**config.mk**
```make
export PLATFORM = sky130hd
export DESIGN_NAME = ofd_decoder
export DESIGN_NICKNAME = d
export VERILOG_FILES = /design/src/verilog/ofd_pkg.sv /design/src/verilog/ofd_decoder.sv
export SDC_FILE = /design/constraint.sdc
export NUM_CORES = 1
export LEC_CHECK = 0
export BUFFER_PORTS_ARGS = -buffer_cell sky130_fd_sc_hd__buf_4
export CAP_MARGIN = 15
export CELL_PAD_IN_SITES_DETAIL_PLACEMENT = 1
export CELL_PAD_IN_SITES_GLOBAL_PLACEMENT = 2
export CORE_MARGIN = 1.5
export CORE_UTILIZATION = 33
export CTS_BUF_LIST = sky130_fd_sc_hd__clkbuf_4 sky130_fd_sc_hd__clkbuf_8
export DETAILED_ROUTE_END_ITERATION = 16
export PLACE_DENSITY_LB_ADDON = 0.1
export SLEW_MARGIN = 20
export SYNTH_ARGS = -nofsm -noshare
export SYNTH_HDL_FRONTEND = slang
export SYNTH_SLANG_ARGS = --single-unit
```
**constraint.sdc**
```tcl
create_clock -name mclk -period 6.35 [get_ports mclk]
set_input_delay 1.27 -clock mclk [delete_from_list [all_inputs] [get_ports mclk]]
set_output_delay 1.27 -clock mclk [all_outputs]
set_load 0.02 [all_outputs]
```
**src/verilog/ofd_pkg.sv**
```systemverilog
// Constants, register map and types for the opcode field decoder
`default_nettype none
package ofd_pkg;
  // Register port
  localparam int unsigned AW = 5;
  localparam logic [4:0] REG_ACC   = 5'h00;
  localparam logic [4:0] REG_BSR   = 5'h01;
  localparam logic [4:0] REG_STAT  = 5'h02;
  localparam logic [4:0] REG_PRODUCT_LOW = 5'h03;
  localparam logic [4:0] REG_PRODUCT_HIGH = 5'h04;
  localparam logic [4:0] REG_TPL   = 5'h05;
  localparam logic [4:0] REG_TPH   = 5'h06;
  localparam logic [4:0] REG_TPU   = 5'h07;
  localparam logic [4:0] REG_TLAT  = 5'h08;
  localparam logic [4:0] REG_PCLH  = 5'h09;
  localparam logic [4:0] REG_PCLU  = 5'h0A;
  localparam logic [4:0] REG_PCL   = 5'h0B;
  localparam logic [4:0] REG_CORE  = 5'h0C;
  localparam logic [4:0] REG_PTR0  = 5'h10;
  // Status bit positions
  localparam int unsigned ST_C  = 0;
  localparam int unsigned ST_DC = 1;
  localparam int unsigned ST_Z  = 2;
  localparam int unsigned ST_OV = 3;
  localparam int unsigned ST_N  = 4;
  // Reset values
  localparam logic [7:0]  RST_BYTE = 8'h00;
  localparam logic [3:0]  RST_BSR  = 4'h0;
  localparam logic [4:0]  RST_STAT = 5'h00;
  localparam logic [20:0] RST_TPTR = 21'h00_0000;
  localparam logic [11:0] RST_PTR  = 12'h000;
  localparam logic [15:0] RST_WORD = 16'h0000;
  // Field layout
  localparam logic [3:0] SECOND_TAG = 4'hF;
  localparam logic [7:0] ACC_SPLIT  = 8'h60;
  localparam logic [3:0] ACC_HI_BNK = 4'hF;
  localparam logic [3:0] ACC_LO_BNK = 4'h0;
  localparam int unsigned OFS_PTR   = 2;
  localparam int unsigned NPTR      = 4;
  // Cycles per instruction cycle
  localparam int unsigned OSC_PER_CYC = 4;

  typedef enum logic [3:0] {
    KIND_BYTE  = 4'h0,
    KIND_BIT   = 4'h1,
    KIND_LIT   = 4'h2,
    KIND_LFSR  = 4'h3,
    KIND_MOVFF = 4'h4,
    KIND_BRA   = 4'h5,
    KIND_BCC   = 4'h6,
    KIND_GOTO  = 4'h7,
    KIND_CALL  = 4'h8,
    KIND_RET   = 4'h9,
    KIND_TBL   = 4'hA,
    KIND_MOVSF = 4'hB,
    KIND_MOVSS = 4'hC
  } ofd_kind_t;

  typedef enum logic [1:0] {
    TBL_HOLD = 2'b00,
    TBL_POSTINC = 2'b01,
    TBL_POSTDEC = 2'b10,
    TBL_PREINC = 2'b11
  } ofd_tbl_t;

  // Gray sequence Q1 Q2 Q3 Q4
  typedef enum logic [1:0] {
    PH_Q1 = 2'b00,
    PH_Q2 = 2'b01,
    PH_Q3 = 2'b11,
    PH_Q4 = 2'b10
  } ofd_phase_t;
endpackage
`default_nettype wire
```
**src/verilog/ofd_decoder.sv**
```systemverilog
// Instruction operand field decoder with its core registers
//
// Design decisions made here: the register offsets and the address-and-strobe port.
`timescale 1ns/1ps
`default_nettype none
module ofd_decoder
  import ofd_pkg::*;
(
  input  wire logic            mclk,
  input  wire logic            rst_n,
  input  wire logic            clk_en,
  input  wire logic [15:0]     ins_word,
  input  wire ofd_pkg::ofd_kind_t ins_kind,
  input  wire logic            ins_load,
  input  wire logic            res_we,
  input  wire logic [7:0]      res_data,
  input  wire logic            flag_we,
  input  wire logic [4:0]      flag_in,
  input  wire logic            mul_we,
  input  wire logic [15:0]     mul_res,
  input  wire logic            tbl_exec,
  input  wire logic            tbl_rd_we,
  input  wire logic [7:0]      tbl_rd_data,
  input  wire logic            call_exec,
  input  wire logic            ret_exec,
  input  wire logic [20:0]     pc_now,
  input  wire logic [ofd_pkg::AW-1:0] reg_addr,
  input  wire logic [7:0]      reg_wdata,
  input  wire logic            reg_wr,
  input  wire logic            reg_rd,
  output logic [7:0]           reg_rdata,
  output logic                 second_word,
  output logic                 word_nop,
  output logic                 access_ram,
  output logic [11:0]          data_addr,
  output logic                 dest_acc,
  output logic                 file_we,
  output logic [7:0]           file_wdata,
  output logic [2:0]           bit_idx,
  output logic [7:0]           bit_mask,
  output logic [7:0]           file_addr8,
  output logic [1:0]           ptr_sel,
  output logic [11:0]          mv_src_addr,
  output logic [11:0]          mv_dst_addr,
  output logic [7:0]           lit8,
  output logic [11:0]          lit12,
  output logic [19:0]          lit20,
  output logic                 br_rel,
  output logic [20:0]          br_value,
  output logic                 fast_mode,
  output ofd_pkg::ofd_tbl_t    tbl_mode,
  output logic [20:0]          tbl_addr,
  output logic [7:0]           table_latch,
  output logic [7:0]           working_accumulator,
  output logic [4:0]           alu_flags,
  output logic [7:0]           product_high,
  output logic [7:0]           product_low,
  output logic [7:0]           pc_high_latch,
  output logic [4:0]           pc_upper_latch,
  output logic [1:0]           phase,
  output logic                 cycle_start
);
  import ofd_pkg::*;

  ////////////////////////////////////////////////////////////////////
  // Functions

  function automatic logic two_word(input ofd_kind_t k);
    two_word = (k == KIND_MOVFF) || (k == KIND_LFSR) || (k == KIND_GOTO)
            || (k == KIND_CALL) || (k == KIND_MOVSF) || (k == KIND_MOVSS);
  endfunction

  function automatic logic [20:0] sext(input logic [10:0] v,
                                       input logic wide);
    sext = wide ? {{10{v[10]}}, v} : {{13{v[7]}}, v[7:0]};
  endfunction

  ////////////////////////////////////////////////////////////////////
  // State

  logic [7:0]  acc_q;
  logic [3:0]  bsr_q;
  logic [4:0]  stat_q;
  logic [7:0]  product_low_q;
  logic [7:0]  product_high_q;
  logic [20:0] tptr_q;
  logic [7:0]  tlat_q;
  logic [7:0]  pclh_q;
  logic [4:0]  pclu_q;
  logic [11:0] ptr_q [NPTR];
  logic [7:0]  sh_acc_q;
  logic [3:0]  sh_bsr_q;
  logic [4:0]  sh_stat_q;
  logic        second_q;
  logic [15:0] first_q;
  ofd_kind_t   kind_q;
  ofd_phase_t  ph_q;
  ofd_phase_t  ph_d;
  logic [7:0]  rdata_q;
  logic [7:0]  rdata_d;

  ////////////////////////////////////////////////////////////////////
  // Field decode, all combinational

  logic [15:0] fw;
  ofd_kind_t   kind;
  logic [7:0]  fsel;
  logic        is_file;
  logic        rel_wide;

  // First word of a pair is replayed while its second word is on the bus
  assign fw          = second_q ? first_q : ins_word;
  assign kind        = second_q ? kind_q : ins_kind;
  assign second_word = second_q;
  // Lone tagged word outside a pair executes as nothing
  assign word_nop    = !second_q && (ins_word[15:12] == SECOND_TAG);

  assign fsel        = fw[7:0];
  assign is_file     = (kind == KIND_BYTE) || (kind == KIND_BIT);
  assign access_ram  = !fw[8];
  always_comb
  begin
    if (!fw[8])
      // Low part of access RAM in bank 0, upper part in top bank
      data_addr = {(fsel < ACC_SPLIT) ? ACC_LO_BNK : ACC_HI_BNK, fsel};
    else
      data_addr = {bsr_q, fsel};
  end

  assign dest_acc   = (kind == KIND_BYTE) && !fw[9];
  assign file_we    = res_we && is_file && !dest_acc && !word_nop;
  assign file_wdata = res_data;

  assign bit_idx    = fw[11:9];
  assign bit_mask   = 8'h01 << fw[11:9];

  assign file_addr8 = fsel;
  assign ptr_sel    = fw[5:4];

  logic [11:0] ofs_src;
  logic [11:0] ofs_dst;
  assign ofs_src = ptr_q[OFS_PTR] + {5'h00, fw[6:0]};
  assign ofs_dst = ptr_q[OFS_PTR] + {5'h00, ins_word[6:0]};

  always_comb
  begin
    case (kind)
      KIND_MOVSF,
      KIND_MOVSS: mv_src_addr = ofs_src;
      default:    mv_src_addr = fw[11:0];
    endcase
    case (kind)
      KIND_MOVSS: mv_dst_addr = ofs_dst;
      default:    mv_dst_addr = ins_word[11:0];
    endcase
  end

  assign lit8  = fw[7:0];
  assign lit12 = {fw[3:0], ins_word[7:0]};
  assign lit20 = {ins_word[11:0], fw[7:0]};

  assign br_rel   = (kind == KIND_BRA) || (kind == KIND_BCC);
  assign rel_wide = (kind == KIND_BRA);
  always_comb
  begin
    if (br_rel)
      br_value = sext(fw[10:0], rel_wide);
    else
      br_value = {1'b0, lit20};
  end

  // Only the documented field bits are looked at; others never steer
  assign fast_mode = fw[0];
  assign tbl_mode  = ofd_tbl_t'(fw[1:0]);
  assign tbl_addr  = (tbl_mode == TBL_PREINC) ? tptr_q + 21'h00_0001
                                              : tptr_q;

  ////////////////////////////////////////////////////////////////////
  // Word pairing

  always_ff @(posedge mclk)
  begin
    if (!rst_n)
    begin
      second_q <= 1'b0;
      first_q  <= RST_WORD;
      kind_q   <= KIND_BYTE;
    end
    else if (clk_en && ins_load)
    begin
      if (second_q)
        second_q <= 1'b0;
      else if (!word_nop)
      begin
        second_q <= two_word(ins_kind);
        first_q  <= ins_word;
        kind_q   <= ins_kind;
      end
    end
  end

  ////////////////////////////////////////////////////////////////////
  // Instruction cycle phase

  always_comb
  begin
    case (ph_q)
      PH_Q1:   ph_d = PH_Q2;
      PH_Q2:   ph_d = PH_Q3;
      PH_Q3:   ph_d = PH_Q4;
      PH_Q4:   ph_d = PH_Q1;
      default: ph_d = PH_Q1;
    endcase
  end

  always_ff @(posedge mclk)
  begin
    if (!rst_n)
      ph_q <= PH_Q1;
    else if (clk_en)
      ph_q <= ph_d;
  end

  assign phase       = ph_q;
  assign cycle_start = (ph_q == PH_Q1);

  ////////////////////////////////////////////////////////////////////
  // Accumulator, bank select and flags, with fast shadows

  logic fast_call;
  logic fast_ret;
  assign fast_call = call_exec && fast_mode;
  assign fast_ret  = ret_exec && fast_mode;

  always_ff @(posedge mclk)
  begin
    if (!rst_n)
    begin
      sh_acc_q  <= RST_BYTE;
      sh_bsr_q  <= RST_BSR;
      sh_stat_q <= RST_STAT;
    end
    else if (clk_en && fast_call)
    begin
      sh_acc_q  <= acc_q;
      sh_bsr_q  <= bsr_q;
      sh_stat_q <= stat_q;
    end
  end

  // Restore beats a same-cycle result; hardware beats a register write
  always_ff @(posedge mclk)
  begin
    if (!rst_n)
      acc_q <= RST_BYTE;
    else if (clk_en)
    begin
      if (fast_ret)
        acc_q <= sh_acc_q;
      else if (res_we && dest_acc && !word_nop)
        acc_q <= res_data;
      else if (reg_wr && reg_addr == REG_ACC)
        acc_q <= reg_wdata;
    end
  end

  always_ff @(posedge mclk)
  begin
    if (!rst_n)
      bsr_q <= RST_BSR;
    else if (clk_en)
    begin
      if (fast_ret)
        bsr_q <= sh_bsr_q;
      else if (reg_wr && reg_addr == REG_BSR)
        bsr_q <= reg_wdata[3:0];
    end
  end

  always_ff @(posedge mclk)
  begin
    if (!rst_n)
      stat_q <= RST_STAT;
    else if (clk_en)
    begin
      if (fast_ret)
        stat_q <= sh_stat_q;
      else if (flag_we)
        stat_q <= flag_in;
      else if (reg_wr && reg_addr == REG_STAT)
        stat_q <= reg_wdata[4:0];
    end
  end

  ////////////////////////////////////////////////////////////////////
  // Product and program counter latches

  always_ff @(posedge mclk)
  begin
    if (!rst_n)
    begin
      product_low_q <= RST_BYTE;
      product_high_q <= RST_BYTE;
    end
    else if (clk_en)
    begin
      if (mul_we)
      begin
        product_high_q <= mul_res[15:8];
        product_low_q <= mul_res[7:0];
      end
      else if (reg_wr && reg_addr == REG_PRODUCT_LOW)
        product_low_q <= reg_wdata;
      else if (reg_wr && reg_addr == REG_PRODUCT_HIGH)
        product_high_q <= reg_wdata;
    end
  end

  always_ff @(posedge mclk)
  begin
    if (!rst_n)
    begin
      pclh_q <= RST_BYTE;
      pclu_q <= RST_STAT;
    end
    else if (clk_en && reg_wr)
    begin
      if (reg_addr == REG_PCLH)
        pclh_q <= reg_wdata;
      if (reg_addr == REG_PCLU)
        pclu_q <= reg_wdata[4:0];
    end
  end

  ////////////////////////////////////////////////////////////////////
  // Table pointer and latch

  always_ff @(posedge mclk)
  begin
    if (!rst_n)
      tptr_q <= RST_TPTR;
    else if (clk_en)
    begin
      if (tbl_exec)
      begin
        case (tbl_mode)
          TBL_POSTINC,
          TBL_PREINC:  tptr_q <= tptr_q + 21'h00_0001;
          TBL_POSTDEC: tptr_q <= tptr_q - 21'h00_0001;
          default:     tptr_q <= tptr_q;
        endcase
      end
      else if (reg_wr && reg_addr == REG_TPL)
        tptr_q[7:0] <= reg_wdata;
      else if (reg_wr && reg_addr == REG_TPH)
        tptr_q[15:8] <= reg_wdata;
      else if (reg_wr && reg_addr == REG_TPU)
        tptr_q[20:16] <= reg_wdata[4:0];
    end
  end

  always_ff @(posedge mclk)
  begin
    if (!rst_n)
      tlat_q <= RST_BYTE;
    else if (clk_en)
    begin
      if (tbl_rd_we)
        tlat_q <= tbl_rd_data;
      else if (reg_wr && reg_addr == REG_TLAT)
        tlat_q <= reg_wdata;
    end
  end

  ////////////////////////////////////////////////////////////////////
  // Indirect pointers, two bytes each

  for (genvar i = 0; i < NPTR; i++)
  begin : g_ptr
    localparam logic [4:0] LO = REG_PTR0 + 5'(2 * i);
    localparam logic [4:0] HI = REG_PTR0 + 5'(2 * i + 1);
    always_ff @(posedge mclk)
    begin
      if (!rst_n)
        ptr_q[i] <= RST_PTR;
      else if (clk_en && reg_wr)
      begin
        if (reg_addr == LO)
          ptr_q[i][7:0] <= reg_wdata;
        else if (reg_addr == HI)
          ptr_q[i][11:8] <= reg_wdata[3:0];
      end
    end
  end

  ////////////////////////////////////////////////////////////////////
  // Register read port

  always_comb
  begin
    rdata_d = 8'h00;
    case (reg_addr)
      REG_ACC:   rdata_d = acc_q;
      REG_BSR:   rdata_d = {4'h0, bsr_q};
      REG_STAT:  rdata_d = {3'h0, stat_q};
      REG_PRODUCT_LOW: rdata_d = product_low_q;
      REG_PRODUCT_HIGH: rdata_d = product_high_q;
      REG_TPL:   rdata_d = tptr_q[7:0];
      REG_TPH:   rdata_d = tptr_q[15:8];
      REG_TPU:   rdata_d = {3'h0, tptr_q[20:16]};
      REG_TLAT:  rdata_d = tlat_q;
      REG_PCLH:  rdata_d = pclh_q;
      REG_PCLU:  rdata_d = {3'h0, pclu_q};
      REG_PCL:   rdata_d = pc_now[7:0];
      REG_CORE:  rdata_d = {5'h00, second_q, ph_q};
      default:
      begin
        // Only the pointer window reads back; higher offsets stay unmapped
        if (reg_addr >= REG_PTR0 && reg_addr < REG_PTR0 + 5'(2 * NPTR))
          rdata_d = reg_addr[0] ? {4'h0, ptr_q[reg_addr[2:1]][11:8]}
                                : ptr_q[reg_addr[2:1]][7:0];
      end
    endcase
  end

  always_ff @(posedge mclk)
  begin
    if (!rst_n)
      rdata_q <= RST_BYTE;
    else if (clk_en)
      rdata_q <= reg_rd ? rdata_d : RST_BYTE;
  end

  assign reg_rdata           = rdata_q;
  assign table_latch         = tlat_q;
  assign working_accumulator = acc_q;
  assign alu_flags           = stat_q;
  assign product_high        = product_high_q;
  assign product_low         = product_low_q;
  assign pc_high_latch       = pclh_q;
  assign pc_upper_latch      = pclu_q;

endmodule // ofd_decoder
`default_nettype wire

```
Word level (Yosys, flattened, before mapping)
Memory sizes are Yosys's and may differ from the RTL's.
Index checks and enable logic that the tools add are counted.
Widths: inputs -> output; s select.
{ "word_totals": {"ram_bits": 48, "regBits": 119, "elab_cells": 223, "romBits": 0, "latch_bits": 0, "mem_count": 1} }
{ "memory_table": {"columns": ["memory", "depth", "word_bits", "rd", "rd_ports_with_merged_regs", "wr", "line", "source"], "rows": [
  ["ptr_q", 4, 12, 2, 0, 4, "ofd_decoder.sv:90", "logic [11:0] ptr_q [NPTR];"]
]} }
{ "classes": {"bitwise": 10, "n_shift": 1, "add_sub_neg": 4, "mux": 83, "eq_ne": 42, "magnitude_cmp": 3, "n_mul": 0, "reduce_logical": 60, "div": 0} }
{ "ops": {"columns": ["cell", "n"], "rows": [
  ["$mux 8", 19],
  ["$pmux 8 s13", 1],
  ["$mux 21", 4],
  ["$mux 12", 4],
  ["$pmux 21 s2", 1],
  ["$eq 5x5->1 const B", 8],
  ["$mux 1", 39],
  ["$mux 4", 8],
  ["$eq 5x4->1 const B", 5],
  ["$mux 5", 5],
  ["$add 12x7->12", 2],
  ["$eq 4x4->1 const B", 6],
  ["$logic_and 1x1->1", 22],
  ["$add 21x1->21 const B", 1],
  ["$sub 21x1->21 const B", 1],
  ["$eq 5x3->1 const B", 4],
  ["$eq 4x3->1 const B", 4],
  ["$reduce_and 2->1", 7],
  ["$reduce_bool 2->1", 7],
  ["$mux 13", 1],
  ["$eq 5x2->1 const B", 2],
  ["$reduce_and 3->1", 3],
  ["$eq 2x2->1 const B", 4],
  ["$lt 8x7->1 const B", 1],
  ["21 further kinds", 44]
]} }

Longest topological paths before layout
{ "logic_depth": {"ltp_word": 8, "depth_mapped": 12, "mapped_depth_nobuf": 10} }

Worst setup path before layout
Ideal clock, no wire load.
{ "synth_path": {"kind": "input to output", "startpoint": "in ins_word[0]", "endpoint": "out mv_src_addr[10]", "stages": 10, "arrival_time_ns": 3.237, "setup_slack_ns": 1.843, "cell_sequence": "mux2_2 ha_1 inv_1 fa_1 nor2b_1 o31a_1 o211ai_1 nor2_1 xnor2_1 mux2i_1"} }
{ "synth_via": {"elab_chain_len": 3} }
{ "synth_rtl": {"columns": ["element", "line", "source"], "rows": [
  ["from (decl)", "ofd_decoder.sv:12", "input wire logic [15:0] ins_word,"],
  ["$mux 12", "ofd_decoder.sv:112", "assign fw = second_q ? first_q : ins_word;"],
  ["$add 12x7->12", "ofd_decoder.sv:142", "assign ofs_src = ptr_q[OFS_PTR] + {5'h00, fw[6:0]};"],
  ["$mux 12", "ofd_decoder.sv:147", "case (kind)"],
  ["to (decl)", "ofd_decoder.sv:43", "output logic [11:0] mv_src_addr,"]
]} }
Every way passes these cells.

Worst setup path in the final report
{ "layout_path": {"startpoint": "in ins_word[1]", "endpoint": "out mv_src_addr[11]"} }
The elaborated chain is that of the path after synthesis.

==> impl_metrics.tcl <==
set metrics [dict create \
    status "finished, final reports clean" \
    cts_resized 0 \
    die_x_um 186.9 \
    ys.flop_type "dfxtp_1" \
    cts_tree "done" \
    clk_path_buf_depth 2 \
    core_um2 33450 \
    regArea_um2 3825 \
    areaGrowthSynthToFinish_pct 21.92 \
    drt_iter0_drc 703 \
    max_freq_mhz 199.1 \
    maxSlewViolCount 0 \
    avgRoutedWirePerCell_um 23.48 \
    routed_wl_um 46310 \
    insertion_delay_ps 490 \
    final.period_utilization 0.7910 \
    vias 10855 \
    drive_above_1_share 0.2668 \
    cts_setup_buffers 0 \
    ant_nets 0 \
    hold_buffers 0 \
    fin_ws_ps 1327 \
    synth_cell_types 82 \
    finalHoldViolCount 0 \
    overflow 0 \
    min_period_ps 5023 \
    synthArstFlopShare 0 \
    initial_core_util 0.3338 \
    dp_hpwl_um 34600 \
    crit_required_ps 5080 \
    grt_pass1_wl_um 69190 \
    final.fill_count 4000 \
    synth_fp_nets 1464 \
    synthTopCellsByArea "dfxtp_1 (21%), edfxtp_1 (13%), mux2i_1 (5.6%), nand2_1 (5.2%), buf_4 (4.6%)" \
    synth_top_area_cell "dfxtp_1" \
    fin_setup_tns_ps 0 \
    cts.sinks 167 \
    clockRootBuffer "clkbuf_8" \
    grt_max_degree 51 \
    ys_ff_latch 167 \
    io_buffer_count 307 \
    track_usage 0.2612 \
    end_kind "primary output" \
    p_per_area_nw_per_um2 213.0 \
    arrival_ps 3750 \
    dieArea_um2 34940 \
    slew_headroom 0.2621 \
    yosysTopAreaCellShare 0.2134 \
    fin_skew_ps 20.59 \
    drc 0 \
    path_clk_slew_ps 100 \
    ir_drop_mv 0.1199 \
    synth_edf_count 48 \
    critPathLaunchType "input port" \
    dp_slack_ps 1281 \
    core.rowCount 67 \
    cap_viol_max_count 0 \
    vias_per_cell 5.505 \
    cts_made_buffers 17 \
    io_pins 321 \
    cts_max_level 4 \
    setup_viol 0 \
    netlist_top_cells_count "nand2_1 (154), nor2_1 (131), dfxtp_1 (119)" \
    yosysSeqAreaShare 0.3425 \
    synth_most_common_cell "nand2_1" \
    grt_antenna_before_repair 1 \
    hold_path_class "flop to flop" \
    crit_fanout 10 \
    rsz0062_at_grt "no" \
    multi_input_area_um2 6272 \
    grt_pass1_vias 10626 \
    path_class "input port to primary output" \
    power.leakage_nw 5.543 \
    ys_warn_count 0 \
    gp_congestion 0.8290 \
    synth_cells 1342 \
    firstDrtPassIters 5 \
    worstMarginPinSlew_ps 1105 \
    syn_area_um2 11160 \
    die_h_um 186.9 \
    syn_area_per_cell_um2 8.319 \
    fin_nets 1631 \
]
-- cell usage in the layout, fill, tap and decap left out, types with 22 or more instances in the layout --
cell type / instances
buf_4: 319
o21ai_0: 44
a211oi_1: 35
xnor2_1: 26
dfxtp_1: 118
mux2i_1: 63
nor2_1: 131
nor2b_1: 22
edfxtp_1: 48
nand3_1: 50
inv_1: 26
and3_1: 35
a21oi_1: 92
and2_1: 26
nand2_1: 154
-- final cells by class --
type | instances | share of cell area
multi-input combinational | 977 | 0.4608
sequential | 167 | 0.2810
timing repair buffer | 319 | 0.1759
tap | 448 | 0.04118
clock buffer | 18 | 0.01774
clock inverter | 14 | 0.01553
inverter | 27 | 0.007446
antenna | 2 | 0.0003677
-- sequential cells by signal, indices dropped and copies added, names as in the netlist, 8 cells and up --
signal / flops
first_q: 12
tptr_q: 21
table_latch: 8
ptr_q: 48
working_accumulator: 8
product_high: 8
product_low: 8
sh_acc_q: 8
pc_high_latch: 8
reg_rdata: 8
-- logic make-up (layout without fill, tap and decap cells) --
| group | after synthesis | count (layout) | synth area share |
|---|---|---|---|
| compound gates | 296 | 296 | 0.1753 |
| buf+inv | 198 | 378 | 0.09616 |
| mux | 94 | 94 | 0.1005 |
| fa+ha+maj | 18 | 18 | 0.02152 |
| simple gates | 529 | 529 | 0.2327 |
| flops | 167 | 167 | 0.3425 |
| xor+xnor | 40 | 40 | 0.03138 |
| other cells | 0 | 2 | 0 |
-- worst max-delay path, cell delays in order --
cell	delay, ps
buf_4	170
mux2i_1	440
inv_1	270
ha_1	350
a21oi_1	200
o211ai_1	170
o21a_1	240
nor2b_1	150
xnor2_1	120
mux2i_1	190
buf_4	180
-- through the flow --
stage	power, mW	hold slack [ps]	utilization	std cells	instance area, µm²
after global placement	2.002	437.2	0.3933	1938	13150
after global routing	3.025	479.9	0.4069	1971	13610
after detailed placement	2.012	447.5	0.3933	1938	13150
after CTS	2.923	462.3	0.4068	1970	13610
after floorplan	1.700	432.9	-	1342	11160
final	2.900	460.8	0.4070	1972	13610
-- metal layers --
layer	GRT usage	part of all wire	vias to the layer above
met5	0	0	-
met4	0.06390	0.017	0
met3	0.04841	0.061	35
met2	0.4271	0.48	342
met1	0.3552	0.44	5353
li1	-	-	5125
-- path summary, 6_finish.rpt --
check	start	endpoint	slack, ps	cells after the start
worst max-delay path	ins_word[1]	mv_src_addr[11]	1330	11
worst min-delay path	first_q[2]	first_q[2]	460	2
worst max register to register	second_word	tptr_q[17]	3270	7
worst min register to register	first_q[2]	first_q[2]	460	2
-- power breakdown --
group          internal (mW)  total [mW]  switching, mW  leakage (nW)
Combinational          0.299       0.765          0.466          3.90
Clock                  0.446       0.912          0.466         0.220
Sequential              1.14        1.22         0.0773          1.43
Total                   1.89        2.90           1.01          5.54
Note: power is estimated with default switching activity, not from simulation.
